<file path="src/logic/port_extras_pkg.sv">
/*
  Constants shared by the port extras block: register offsets, field positions
  and reset values.
  Assumes a 32-bit classic Wishbone slave with word-aligned registers.
*/
package port_extras_pkg;

  localparam logic [7:0] ADDR_MISC   = 8'h00;
  localparam logic [7:0] ADDR_PORTP  = 8'h04;
  localparam logic [7:0] ADDR_FLAG   = 8'h08;
  localparam logic [7:0] ADDR_IRQEN  = 8'h0C;
  localparam logic [7:0] ADDR_ANALOG = 8'h10;
  localparam logic [7:0] ADDR_HVIN   = 8'h14;
  localparam logic [7:0] ADDR_ROUTE  = 8'h18;

  // Misc control fields.
  localparam int MISC_MONITOR = 0;
  localparam int MISC_FULL  = 1;
  // Port P data fields.
  localparam int PORTP_DATA = 0;
  localparam int PORTP_DIR  = 1;
  // Flag and enable fields.
  localparam int FLAG_OC    = 0;
  // Analog control fields.
  localparam int AN_SEL_LO  = 0;
  localparam int AN_SEL_HI  = 1;
  localparam int AN_ENABLE  = 2;
  localparam int AN_DIRECT  = 3;
  localparam int AN_PULL    = 4;
  localparam int AN_FORCE   = 5;
  // Route fields: per trigger, PWM enable, internal use, alternative pin.
  localparam int RT_PWM_EN  = 0;
  localparam int RT_INTERN  = 2;
  localparam int RT_ALT     = 4;

  localparam logic [1:0] MISC_RESET   = 2'h0;
  localparam logic [1:0] PORTP_RESET  = 2'h0;
  localparam logic [5:0] ANALOG_RESET = 6'h00;
  localparam logic [5:0] ROUTE_RESET  = 6'h00;

endpackage

</file>
<file path="src/logic/hv_input_check.sv">
/*
  Pull selection, buffer enable and input sampling for the four high-voltage
  inputs. Assumes the pad reports each input's digital level on hvPinLevel.
*/
`timescale 1ns/1ns
module hv_input_check (
  // Clock and reset
  input  wire logic       clk,
  input  wire logic       reset,
  // Control
  input  wire logic       analogModeEnable,
  input  wire logic       dividerBypass,
  input  wire logic [1:0] analogPinSelect,
  input  wire logic       pullSelect,
  input  wire logic       bufferForce,
  input  wire logic       stopMode,
  input  wire logic [3:0] digitalEnable,
  // Pads
  input  wire logic [3:0] hvPinLevel,
  output logic      [3:0] bufferOn,
  output logic      [3:0] pullupOn,
  output logic      [3:0] dividerPulldown,
  // Synchronized state
  output logic      [3:0] hvInputState
);

  logic [3:0] sync1;
  wire  [3:0] selMask;
  wire        forceOk;
  wire  [3:0] next_buffer;
  wire  [3:0] next_pullup;
  wire  [3:0] next_pulldown;

  assign selMask = 4'h1 << analogPinSelect;
  assign forceOk = bufferForce && !dividerBypass;
  // Run mode analog disables the selected buffer to avoid shoot-through, unless bufferForce is set without dividerBypass.
  assign next_buffer = stopMode ? digitalEnable :
                       analogModeEnable ?
                         ((digitalEnable & ~selMask) | (forceOk ? selMask : 4'h0)) :
                         digitalEnable;
  assign next_pullup   = (analogModeEnable && !dividerBypass && pullSelect) ?
                         selMask : 4'h0;
  // The pulldown is the divider leg, so it is requested from the divider.
  assign next_pulldown = (analogModeEnable && !dividerBypass && !pullSelect) ?
                         selMask : 4'h0;

  always_ff @(posedge clk) begin
    if (reset) begin
      bufferOn        <= 4'h0;
      pullupOn        <= 4'h0;
      dividerPulldown <= 4'h0;
      sync1           <= 4'h0;
      hvInputState    <= 4'h0;
    end else begin
      bufferOn        <= next_buffer;
      pullupOn        <= next_pullup;
      dividerPulldown <= next_pulldown;
      sync1           <= hvPinLevel & bufferOn;
      hvInputState    <= sync1;
    end
  end

endmodule

</file>
<file path="src/logic/port_overcurrent_opencheck_trigger.sv">
/*
  Port extras: ADC trigger routing from the PWM 5-4 pins, over-current
  protection on the switched supply pin, and the open-input check on four
  high-voltage inputs, with a classic Wishbone register slave.
  Assumes all pin inputs are synchronous to clk and the analog over-current
  comparator output is presented on overcurrentDetect.
*/
`timescale 1ns/1ns
module port_overcurrent_opencheck_trigger (
  // Clock and reset
  input  wire logic        clk,
  input  wire logic        reset,
  // Wishbone slave
  input  wire logic        wb_cyc_i,
  input  wire logic        wb_stb_i,
  input  wire logic        wb_we_i,
  input  wire logic [7:0]  wb_adr_i,
  input  wire logic [3:0]  wb_sel_i,
  input  wire logic [31:0] wb_dat_i,
  output logic      [31:0] wb_dat_o,
  output logic             wb_ack_o,
  // System state
  input  wire logic        stopMode,
  // PWM sources for channels 4 and 5
  input  wire logic [1:0]  pwmWave,
  input  wire logic [1:0]  primaryPinIn,
  input  wire logic [1:0]  altPinIn,
  output logic      [1:0]  adcExtTriggerInputs,
  // Supply-capable pin
  input  wire logic        supplyPwmEnable,
  input  wire logic        supplyPwmWave,
  input  wire logic        overcurrentDetect,
  output logic             supplyPinOut,
  output logic             supplyPinOe,
  output logic             supplyFullDrive,
  output logic             monitorPowered,
  output logic             overcurrentIrq,
  // High-voltage inputs
  input  wire logic [3:0]  hvDigitalEnable,
  input  wire logic [3:0]  hvPinLevel,
  output logic      [3:0]  hvBufferOn,
  output logic      [3:0]  hvPullupOn,
  output logic      [3:0]  hvDividerPulldown,
  output logic      [1:0]  analogPinSelectOut,
  output logic             analogModeOut
);

  logic [1:0] portMiscControl;
  logic [1:0] portP;
  logic       overcurrentFlag;
  logic       overcurrentIrqEnable;
  logic [5:0] analogControl;
  logic [5:0] routeControl;
  logic [3:0] hvInputStateBit;

  wire        access;
  wire        writeAcc;
  wire        lane0;
  wire        hitMisc;
  wire        hitPortP;
  wire        hitFlag;
  wire        hitIrqEn;
  wire        hitAnalog;
  wire        hitRoute;
  wire        hitHvIn;
  wire        wrMisc;
  wire        wrPortP;
  wire        wrIrqEn;
  wire        wrAnalog;
  wire        wrRoute;
  wire        flagClear;
  wire        driveHigh;
  wire        monitorActive;
  wire        ocEvent;
  wire        next_flag;
  wire        next_pinOut;
  wire [31:0] next_rdata;

  // Bus decode: one-wait-state slave, ack lasts one cycle.
  assign access    = wb_cyc_i && wb_stb_i && !wb_ack_o;
  assign writeAcc  = access && wb_we_i;
  assign lane0     = wb_sel_i[0];
  assign hitMisc   = wb_adr_i == port_extras_pkg::ADDR_MISC;
  assign hitPortP  = wb_adr_i == port_extras_pkg::ADDR_PORTP;
  assign hitFlag   = wb_adr_i == port_extras_pkg::ADDR_FLAG;
  assign hitIrqEn  = wb_adr_i == port_extras_pkg::ADDR_IRQEN;
  assign hitAnalog = wb_adr_i == port_extras_pkg::ADDR_ANALOG;
  assign hitRoute  = wb_adr_i == port_extras_pkg::ADDR_ROUTE;
  assign hitHvIn   = wb_adr_i == port_extras_pkg::ADDR_HVIN;
  assign wrMisc    = writeAcc && lane0 && hitMisc;
  assign wrPortP   = writeAcc && lane0 && hitPortP;
  assign wrIrqEn   = writeAcc && lane0 && hitIrqEn;
  assign wrAnalog  = writeAcc && lane0 && hitAnalog;
  assign wrRoute   = writeAcc && lane0 && hitRoute;
  // The flag clears by writing one to it.
  assign flagClear = writeAcc && lane0 && hitFlag && wb_dat_i[port_extras_pkg::FLAG_OC];

  assign next_rdata =
    hitMisc   ? {30'h00000000, portMiscControl} :
    hitPortP  ? {30'h00000000, portP} :
    hitFlag   ? {31'h00000000, overcurrentFlag} :
    hitIrqEn  ? {31'h00000000, overcurrentIrqEnable} :
    hitAnalog ? {26'h0000000, analogControl} :
    hitRoute  ? {26'h0000000, routeControl} :
    hitHvIn   ? {28'h0000000, hvInputStateBit} :
    32'h00000000;

  // Supply pin is high from the data bit or from the PWM.
  assign driveHigh = supplyPwmEnable ? supplyPwmWave
                                     : portP[port_extras_pkg::PORTP_DATA];
  // Monitor runs only when powered, at full drive, driven high, outside stop.
  assign monitorActive = portMiscControl[port_extras_pkg::MISC_MONITOR]
                      && portMiscControl[port_extras_pkg::MISC_FULL]
                      && driveHigh
                      && portP[port_extras_pkg::PORTP_DIR]
                      && !stopMode;
  assign ocEvent   = monitorActive && overcurrentDetect;
  // Set wins over a clear in the same cycle.
  assign next_flag = ocEvent || (overcurrentFlag && !flagClear);
  // Forcing low uses the next flag so the driver drops on the same edge that sets the flag.
  assign next_pinOut = driveHigh && !next_flag;

  always_ff @(posedge clk) begin
    if (reset) begin
      wb_ack_o <= 1'b0;
      wb_dat_o <= 32'h00000000;
    end else begin
      wb_ack_o <= access;
      wb_dat_o <= access ? next_rdata : 32'h00000000;
    end
  end

  always_ff @(posedge clk) begin
    if (reset) begin
      portMiscControl      <= port_extras_pkg::MISC_RESET;
      portP                <= port_extras_pkg::PORTP_RESET;
      overcurrentIrqEnable <= 1'b0;
      analogControl        <= port_extras_pkg::ANALOG_RESET;
      routeControl         <= port_extras_pkg::ROUTE_RESET;
    end else begin
      if (wrMisc) begin
        portMiscControl <= wb_dat_i[1:0];
      end
      if (wrPortP) begin
        portP <= wb_dat_i[1:0];
      end
      if (wrIrqEn) begin
        overcurrentIrqEnable <= wb_dat_i[0];
      end
      if (wrAnalog) begin
        analogControl <= wb_dat_i[5:0];
      end
      if (wrRoute) begin
        routeControl <= wb_dat_i[5:0];
      end
    end
  end

  always_ff @(posedge clk) begin
    if (reset) begin
      overcurrentFlag <= 1'b0;
      overcurrentIrq  <= 1'b0;
      supplyPinOut    <= 1'b0;
      supplyPinOe     <= 1'b0;
      supplyFullDrive <= 1'b0;
      monitorPowered  <= 1'b0;
    end else begin
      overcurrentFlag <= next_flag;
      overcurrentIrq  <= next_flag && overcurrentIrqEnable;
      supplyPinOut    <= next_pinOut;
      supplyPinOe     <= portP[port_extras_pkg::PORTP_DIR];
      // Full drive is dropped in stop; the load cannot be supplied there.
      supplyFullDrive <= portMiscControl[port_extras_pkg::MISC_FULL] && !stopMode;
      monitorPowered  <= portMiscControl[port_extras_pkg::MISC_MONITOR] && !stopMode;
    end
  end

  always_ff @(posedge clk) begin
    if (reset) begin
      analogPinSelectOut <= 2'h0;
      analogModeOut      <= 1'b0;
    end else begin
      analogPinSelectOut <=
        analogControl[port_extras_pkg::AN_SEL_HI:port_extras_pkg::AN_SEL_LO];
      analogModeOut      <= analogControl[port_extras_pkg::AN_ENABLE];
    end
  end

  // One route per trigger; trigger 0 follows channel 4, trigger 1 channel 5.
  for (genvar i = 0; i < 2; i++) begin : gen_trig
    trigger_route u_route (
      .clk          (clk),
      .reset        (reset),
      .pwmEnable    (routeControl[port_extras_pkg::RT_PWM_EN + i]),
      .pwmInternal  (routeControl[port_extras_pkg::RT_INTERN + i]),
      .altPin       (routeControl[port_extras_pkg::RT_ALT + i]),
      .pwmWave      (pwmWave[i]),
      .primaryPinIn (primaryPinIn[i]),
      .altPinIn     (altPinIn[i]),
      .trigger      (adcExtTriggerInputs[i])
    );
  end

  hv_input_check u_hv (
    .clk              (clk),
    .reset            (reset),
    .analogModeEnable (analogControl[port_extras_pkg::AN_ENABLE]),
    .dividerBypass    (analogControl[port_extras_pkg::AN_DIRECT]),
    .analogPinSelect  (analogControl[port_extras_pkg::AN_SEL_HI:port_extras_pkg::AN_SEL_LO]),
    .pullSelect       (analogControl[port_extras_pkg::AN_PULL]),
    .bufferForce      (analogControl[port_extras_pkg::AN_FORCE]),
    .stopMode         (stopMode),
    .digitalEnable    (hvDigitalEnable),
    .hvPinLevel       (hvPinLevel),
    .bufferOn         (hvBufferOn),
    .pullupOn         (hvPullupOn),
    .dividerPulldown  (hvDividerPulldown),
    .hvInputState     (hvInputStateBit)
  );

endmodule

</file>
<file path="src/logic/trigger_route.sv">
/*
  Selects the source of one ADC external trigger from its primary or
  alternative pin and from the PWM waveform or the pin input.
  Assumes all inputs are synchronous to clk.
*/
`timescale 1ns/1ns
module trigger_route (
  // Clock and reset
  input  wire logic clk,
  input  wire logic reset,
  // Configuration
  input  wire logic pwmEnable,
  input  wire logic pwmInternal,
  input  wire logic altPin,
  // Sources
  input  wire logic pwmWave,
  input  wire logic primaryPinIn,
  input  wire logic altPinIn,
  // Trigger to the ADC
  output logic      trigger
);

  wire pinIn;
  wire pwmOnPin;
  wire next_trigger;

  assign pinIn        = altPin ? altPinIn : primaryPinIn;
  assign pwmOnPin     = pwmEnable && !pwmInternal;
  assign next_trigger = pwmOnPin ? pwmWave : pinIn;

  always_ff @(posedge clk) begin
    if (reset) begin
      trigger <= 1'b0;
    end else begin
      trigger <= next_trigger;
    end
  end

endmodule

</file>
<file path="config.mk">
export PLATFORM = sky130hd
export DESIGN_NAME = port_overcurrent_opencheck_trigger
export DESIGN_NICKNAME = d
export VERILOG_FILES = /design/src/logic/port_extras_pkg.sv /design/src/logic/hv_input_check.sv /design/src/logic/port_overcurrent_opencheck_trigger.sv /design/src/logic/trigger_route.sv
export SDC_FILE = /design/constraint.sdc
export NUM_CORES = 1
export LEC_CHECK = 0
export BUFFER_PORTS_ARGS = -buffer_cell sky130_fd_sc_hd__buf_4
export CORE_MARGIN = 8
export CORE_UTILIZATION = 48
export CTS_BUF_LIST = sky130_fd_sc_hd__clkbuf_16
export CTS_CLUSTER_DIAMETER = 50
export DETAILED_ROUTE_END_ITERATION = 10
export PLACE_DENSITY = 0.88
export SYNTH_ARGS = -nofsm -noshare
export SYNTH_HDL_FRONTEND = slang
export SYNTH_SLANG_ARGS = --single-unit
</file>
<file path="constraint.sdc">
create_clock -name clk -period 3.4 [get_ports clk]
set_input_delay 0 -clock clk [delete_from_list [all_inputs] [get_ports clk]]
set_output_delay 0 -clock clk [all_outputs]
set_load 0.01 [all_outputs]
</file>
# Word-level counts from Yosys, hierarchy flattened

Index checks and enable logic that the tools add are counted.

Word-level logic and storage cells: 95
Input bits: 67
Register bits: 81
Output and inout bits: 55

Equal/unequal tests: 6
Reductions and logical operators: 42
Mux-type cells: 15
Shift operators: 1
Bitwise operators: 7

Operator list:

| operator                                        | number |
|---|---|
| logical AND 1 bit                               | 27 |
| == test 8 x 5 -> 1 bit, second input constant   | 3 |
| == test 8 x 4 -> 1 bit, second input constant   | 2 |
| 2-to-1 mux 4 bit                                | 4 |
| 2-to-1 mux 6 bit                                | 2 |
| bitwise AND 4 bit                               | 2 |
| == test 8 x 3 -> 1 bit, second input constant   | 1 |
| logical NOT 1 bit                               | 8 |
| logical NOT 8 bit                               | 1 |
| 2-to-1 mux 2 bit                                | 4 |
| OR reduction 8 bit                              | 1 |
| OR reduction 2 bit                              | 3 |
| OR reduction 6 bit                              | 1 |
| 2-to-1 mux 1 bit                                | 5 |
| inverter 4 bit                                  | 1 |
| bitwise OR 4 bit                                | 1 |
| << shifter 1 x 2 -> 4 bit, first input constant | 1 |
| inverter 1 bit                                  | 3 |
| logical OR 1 bit                                | 1 |

# Logic depth before layout (Yosys ltp)

Depth in word-level cells: 11
Mapped depth: 5
Mapped depth without buffers: 4

# Modules after synthesis

A second synthesis with hierarchy kept.

Cells, all modules: 258
Area, all modules: 2449.8 um^2

Modules (own cells, without submodules):

| module                             | cells an instance | area an instance (um^2) | times used | seq. area each (um^2) |
|---|---|---|---|---|
| port_overcurrent_opencheck_trigger | 187               | 1689.1                  | 1          | 660.6 |
| hv_input_check                     | 61                | 658.1                   | 1          | 400.4 |
| trigger_route                      | 5                 | 51.3                    | 2          | 20.0 |

# Worst setup path after synthesis

No wires, ideal clock.

Path type: reg2reg
Start point: reg wb_ack_o
End point: reg supplyPinOut
Data arrival time: 1240 ps
Buffers on the path: 1
Required time: 3284 ps
Stages on the path, launching flop included: 6
Path slack: 2045 ps
Clock period less this slack: 1355 ps
Setup time: 116 ps
Cell sequence: dfxtp_1 -> and3b_1 -> and2_2 -> clkbuf_2 -> a41o_1 -> and3_1

Longest elaborated chain between the ends: 11

RTL lines:

| element                        | RTL line                                  | source |
|---|---|---|
| from (decl)                    | port_overcurrent_opencheck_trigger.sv:21  | `output logic wb_ack_o,` |
| from (signal assigned)         | port_overcurrent_opencheck_trigger.sv:128 | `wb_ack_o <= access;` |
| logical NOT 1 bit              | port_overcurrent_opencheck_trigger.sv:80  | `assign access = wb_cyc_i && wb_stb_i && !wb_ack_o;` |
| logical AND 1 bit              | port_overcurrent_opencheck_trigger.sv:80  |  |
| logical AND 1 bit              | port_overcurrent_opencheck_trigger.sv:81  | `assign writeAcc = access && wb_we_i;` |
| logical AND 1 bit (3 in a row) | port_overcurrent_opencheck_trigger.sv:96  | `assign flagClear = writeAcc && lane0 && hitFlag && wb_dat_i[port_extras_pkg::FLAG_OC];` |
| logical NOT 1 bit              | port_overcurrent_opencheck_trigger.sv:119 | `assign next_flag = ocEvent \|\| (overcurrentFlag && !flagClear);` |
| logical AND 1 bit              | port_overcurrent_opencheck_trigger.sv:119 |  |
| logical OR 1 bit               | port_overcurrent_opencheck_trigger.sv:119 |  |
| logical NOT 1 bit              | port_overcurrent_opencheck_trigger.sv:121 | `assign next_pinOut = driveHigh && !next_flag;` |
| logical AND 1 bit              | port_overcurrent_opencheck_trigger.sv:121 |  |
| to (signal assigned)           | port_overcurrent_opencheck_trigger.sv:170 | `supplyPinOut <= next_pinOut;` |
| to (decl)                      | port_overcurrent_opencheck_trigger.sv:33  | `output logic supplyPinOut,` |

Every way passes these cells.
A chain may end at the register's enable or synchronous reset.

# Final worst setup path

Start point: reg wb_ack_o
End point: reg portMiscControl[1]

Longest elaborated chain between the ends: 5

RTL lines:

| element                        | RTL line                                  | source |
|---|---|---|
| logical NOT 1 bit              | port_overcurrent_opencheck_trigger.sv:80  |  |
| logical AND 1 bit              | port_overcurrent_opencheck_trigger.sv:80  |  |
| logical AND 1 bit              | port_overcurrent_opencheck_trigger.sv:81  |  |
| logical AND 1 bit (2 in a row) | port_overcurrent_opencheck_trigger.sv:90  | `assign wrMisc = writeAcc && lane0 && hitMisc;` |
| to (signal assigned)           | port_overcurrent_opencheck_trigger.sv:135 | `portMiscControl <= port_extras_pkg::MISC_RESET;` |
| to (signal assigned)           | port_overcurrent_opencheck_trigger.sv:142 | `portMiscControl <= wb_dat_i[1:0];` |
| to (decl)                      | port_overcurrent_opencheck_trigger.sv:48  | `logic [1:0] portMiscControl;` |

Every way passes these cells.

==> flow_metrics.env <==
export IMPL_crit_type="register to register"
export IMPL_finClkSkew_ns=0.00579
export IMPL_grt_max_degree=40
export IMPL_place_congestion=0.860
export IMPL_port_buffers=66
export IMPL_synthFlopType="dfxtp_1"
export IMPL_ys_ff_latch=55
export IMPL_syn_cell_area_um2=2360
export IMPL_p_clk_frac=0.429
export IMPL_ir_worst_vdd_v=0.000265
export IMPL_grt_pass1_wl_mm=9.27
export IMPL_leakagePower_uw=0.00139
export IMPL_ys_warn_count=0
export IMPL_clock_root_buffer="clkbuf_16"
export IMPL_async_reset_ff_frac=0
export IMPL_cp_end_kind="register"
export IMPL_post_drt_wl_per_cell_um=15.0
export IMPL_cts_tree="yes"
export IMPL_placed_cell_area_um2=2780
export IMPL_drive_above_1_share=0.269
export IMPL_final_area_um2=3080
export IMPL_netlist_area_leader_share=0.467
export IMPL_setup_viol=0
export IMPL_sw_frac_of_total=0.213
export IMPL_intPower_uw=1060
export IMPL_cp_arrival_ns=1.63
export IMPL_critical_path_startpoint="wb_ack_o$_SDFF_PP0_"
export IMPL_final_fill_count=402
export IMPL_fin_setup_tns_ns=0
export IMPL_grt_usage=0.158
export IMPL_finalMaxSlewViolations=0
export IMPL_rsz0062_at_grt="false"
export IMPL_p_seq_frac=0.486
export IMPL_status="finished, final reports clean"
export IMPL_overflow=0
export IMPL_grtUsageMet2=0.281
export IMPL_top_usage_layer="met2"
export IMPL_rows=25
export IMPL_via_count=1918
export IMPL_cp_start_kind="register"
export IMPL_antenna_left=0
export IMPL_drc=0
export IMPL_wirelength_mm=5.86
export IMPL_synth_largest_area_cell="dfxtp_1"
export IMPL_vias_per_cell=4.92
export IMPL_die_area_um2=7410
export IMPL_yosys_top_cells_area="dfxtp_1 47%, buf_4 8.9%, mux2i_1 8.1%"
export IMPL_drtIter0Drc=113
export IMPL_worstPathMaxFanout=8
export IMPL_die_x_um=86.1
export IMPL_cts_clk_slew_worst_paths_ns=0.07
export IMPL_nNetsFinal=389
export IMPL_fp_dieH_um=86.1
export IMPL_hold_ws_ns=0.0178
export IMPL_netlist_top_cells_count="55 x dfxtp_1, 28 x buf_4, 28 x nor2_1"
export IMPL_syn2layout_area_growth_pct=30.7
export IMPL_critPathRequiredTime_ns=3.61
export IMPL_syn_inst=246
export IMPL_antennaDiodeCount=0
export IMPL_dr_pass1_iters=4
export IMPL_clk_latency_ns=0.29
export IMPL_ys_seq_area_frac=0.467
export IMPL_synth_cell_types=43
export IMPL_grt_pass1_vias=2001
export IMPL_antenna_found_initial=0
export IMPL_syn_area_per_cell_um2=9.58
export IMPL_powerDensity_nw_per_um2=436
export IMPL_p_comb_frac=0.085
export IMPL_fmax_ghz=0.707
export IMPL_post_route_period_util=0.416
export IMPL_synth_most_common_cell="dfxtp_1"
export IMPL_cts_sinks=55
export IMPL_p_switching_uw=286
export IMPL_synth_edf_count=0
export IMPL_timing_rr_start="wb_ack_o$_SDFF_PP0_"
export IMPL_min_delay_start="pwmWave[0]"
export IMPL_cts_buffer_depth=2
export IMPL_hp_class="primary input to register"
export IMPL_start_util=0.499
export IMPL_use_met3=0.0640
export IMPL_cts_buffers=5
export IMPL_core_um2=4720
export IMPL_met1_usage=0.160
export IMPL_ios=122
export IMPL_htreeDepth=2
export IMPL_period_minus_slack_ns=1.41
export IMPL_max_cap_violations=0
export IMPL_hpwl_mm=4.29
export IMPL_final_hold_viol_count=0
path summary, 6_finish.rpt:
path | endpoint | slack, ns | cells after the start
worst max-delay path | portMiscControl[1]$_SDFFE_PP0P_ | 1.99 | 4
worst max register to register | portMiscControl[1]$_SDFFE_PP0P_ | 1.99 | 4
worst min register to register | u_hv.sync1[1]$_SDFF_PP0_ | 0.43 | 2
worst min-delay path | gen_trig[0].u_route.trigger$_SDFF_PP0_ | 0.02 | 3
area by class of cell:
cell class | instances | area (um^2) | area share
sequential | 55 | 1100 | 0.358
multi-input combinational | 177 | 1090 | 0.353
timing repair buffer | 79 | 626 | 0.203
clock buffer | 5 | 125 | 0.0406
tap | 67 | 83.8 | 0.0272
clock inverter | 3 | 42.5 | 0.0138
inverter | 4 | 15.0 | 0.00488
cell families after synthesis:
logic type | Yosys count | synth area share
flip-flops | 55 | 0.467
other | 1 | 0.00159
AND/OR/NAND/NOR | 99 | 0.244
multiplexers | 22 | 0.101
buffers and inverters | 39 | 0.112
AO/OA/AOI/OAI | 30 | 0.0738
power by group through the flow:
stage | clock, uW | sequential, uW | combinational (uW)
final | 575 | 653 | 114
after floorplan | 0 | 669 | 72.3
after CTS | 584 | 653 | 112
after global placement | 0 | 668 | 98.8
after global routing | 605 | 654 | 124
after detailed placement | 0 | 668 | 99.7
routing by layer:
layer	vias to the layer above	routed length, um
li1	943	-
met1	885	2320
met2	80	2900
met3	10	535
met4	0	106
met5	-	0
state kept, by name, summed over array words and instances (netlist names), 2 cells and up:
| register | flops |
|---|---|
| analogControl | 6 |
| analogPinSelectOut | 2 |
| gen_trig.u_route.trigger | 2 |
| portMiscControl | 2 |
| portP | 2 |
| routeControl | 6 |
| u_hv.bufferOn | 4 |
| u_hv.dividerPulldown | 4 |
| u_hv.hvInputState | 4 |
| u_hv.pullupOn | 4 |
| u_hv.sync1 | 4 |
| wb_dat_o | 6 |
per-stage QoR:
stage / util / worst slack [ns] / instances / power [uW]
floorplan: - / 2.04 / 271 / 742
global placement: 0.589 / 2.10 / 369 / 767
detailed placement: 0.589 / 2.04 / 369 / 768
CTS: 0.652 / 1.96 / 390 / 1350
global route: 0.652 / 1.90 / 390 / 1380
finish: 0.652 / 1.99 / 390 / 1340
placed cells by master, fill, tap and decap left out, drive strengths merged, types with 7 or more instances in the layout:
cell	instances
dfxtp	55
a21oi	13
nand2	10
mux2i	19
nor2	28
dlygate4sd3	13
nand4	7
o21ai	10
nor2b	11
buf	66
conb	26
nor3	7
nand2b	11
worst max-delay path, cell delays in order (launching register included):
cell	delay, ns
dfxtp_1	0.31
and3b_1	0.28
and2_2	0.27
and3_1	0.25
mux2i_1	0.22
what timing repair did:
| item | in CTS | in global routing |
|---|---|---|
| resized for setup | 0 | 0 |
| buffers inserted | 0 | 0 |
| hold buffers | 13 | 0 |
| hold endpoints to repair | 16 | 0 |
No activity file was read; power rests on OpenSTA's default activity.
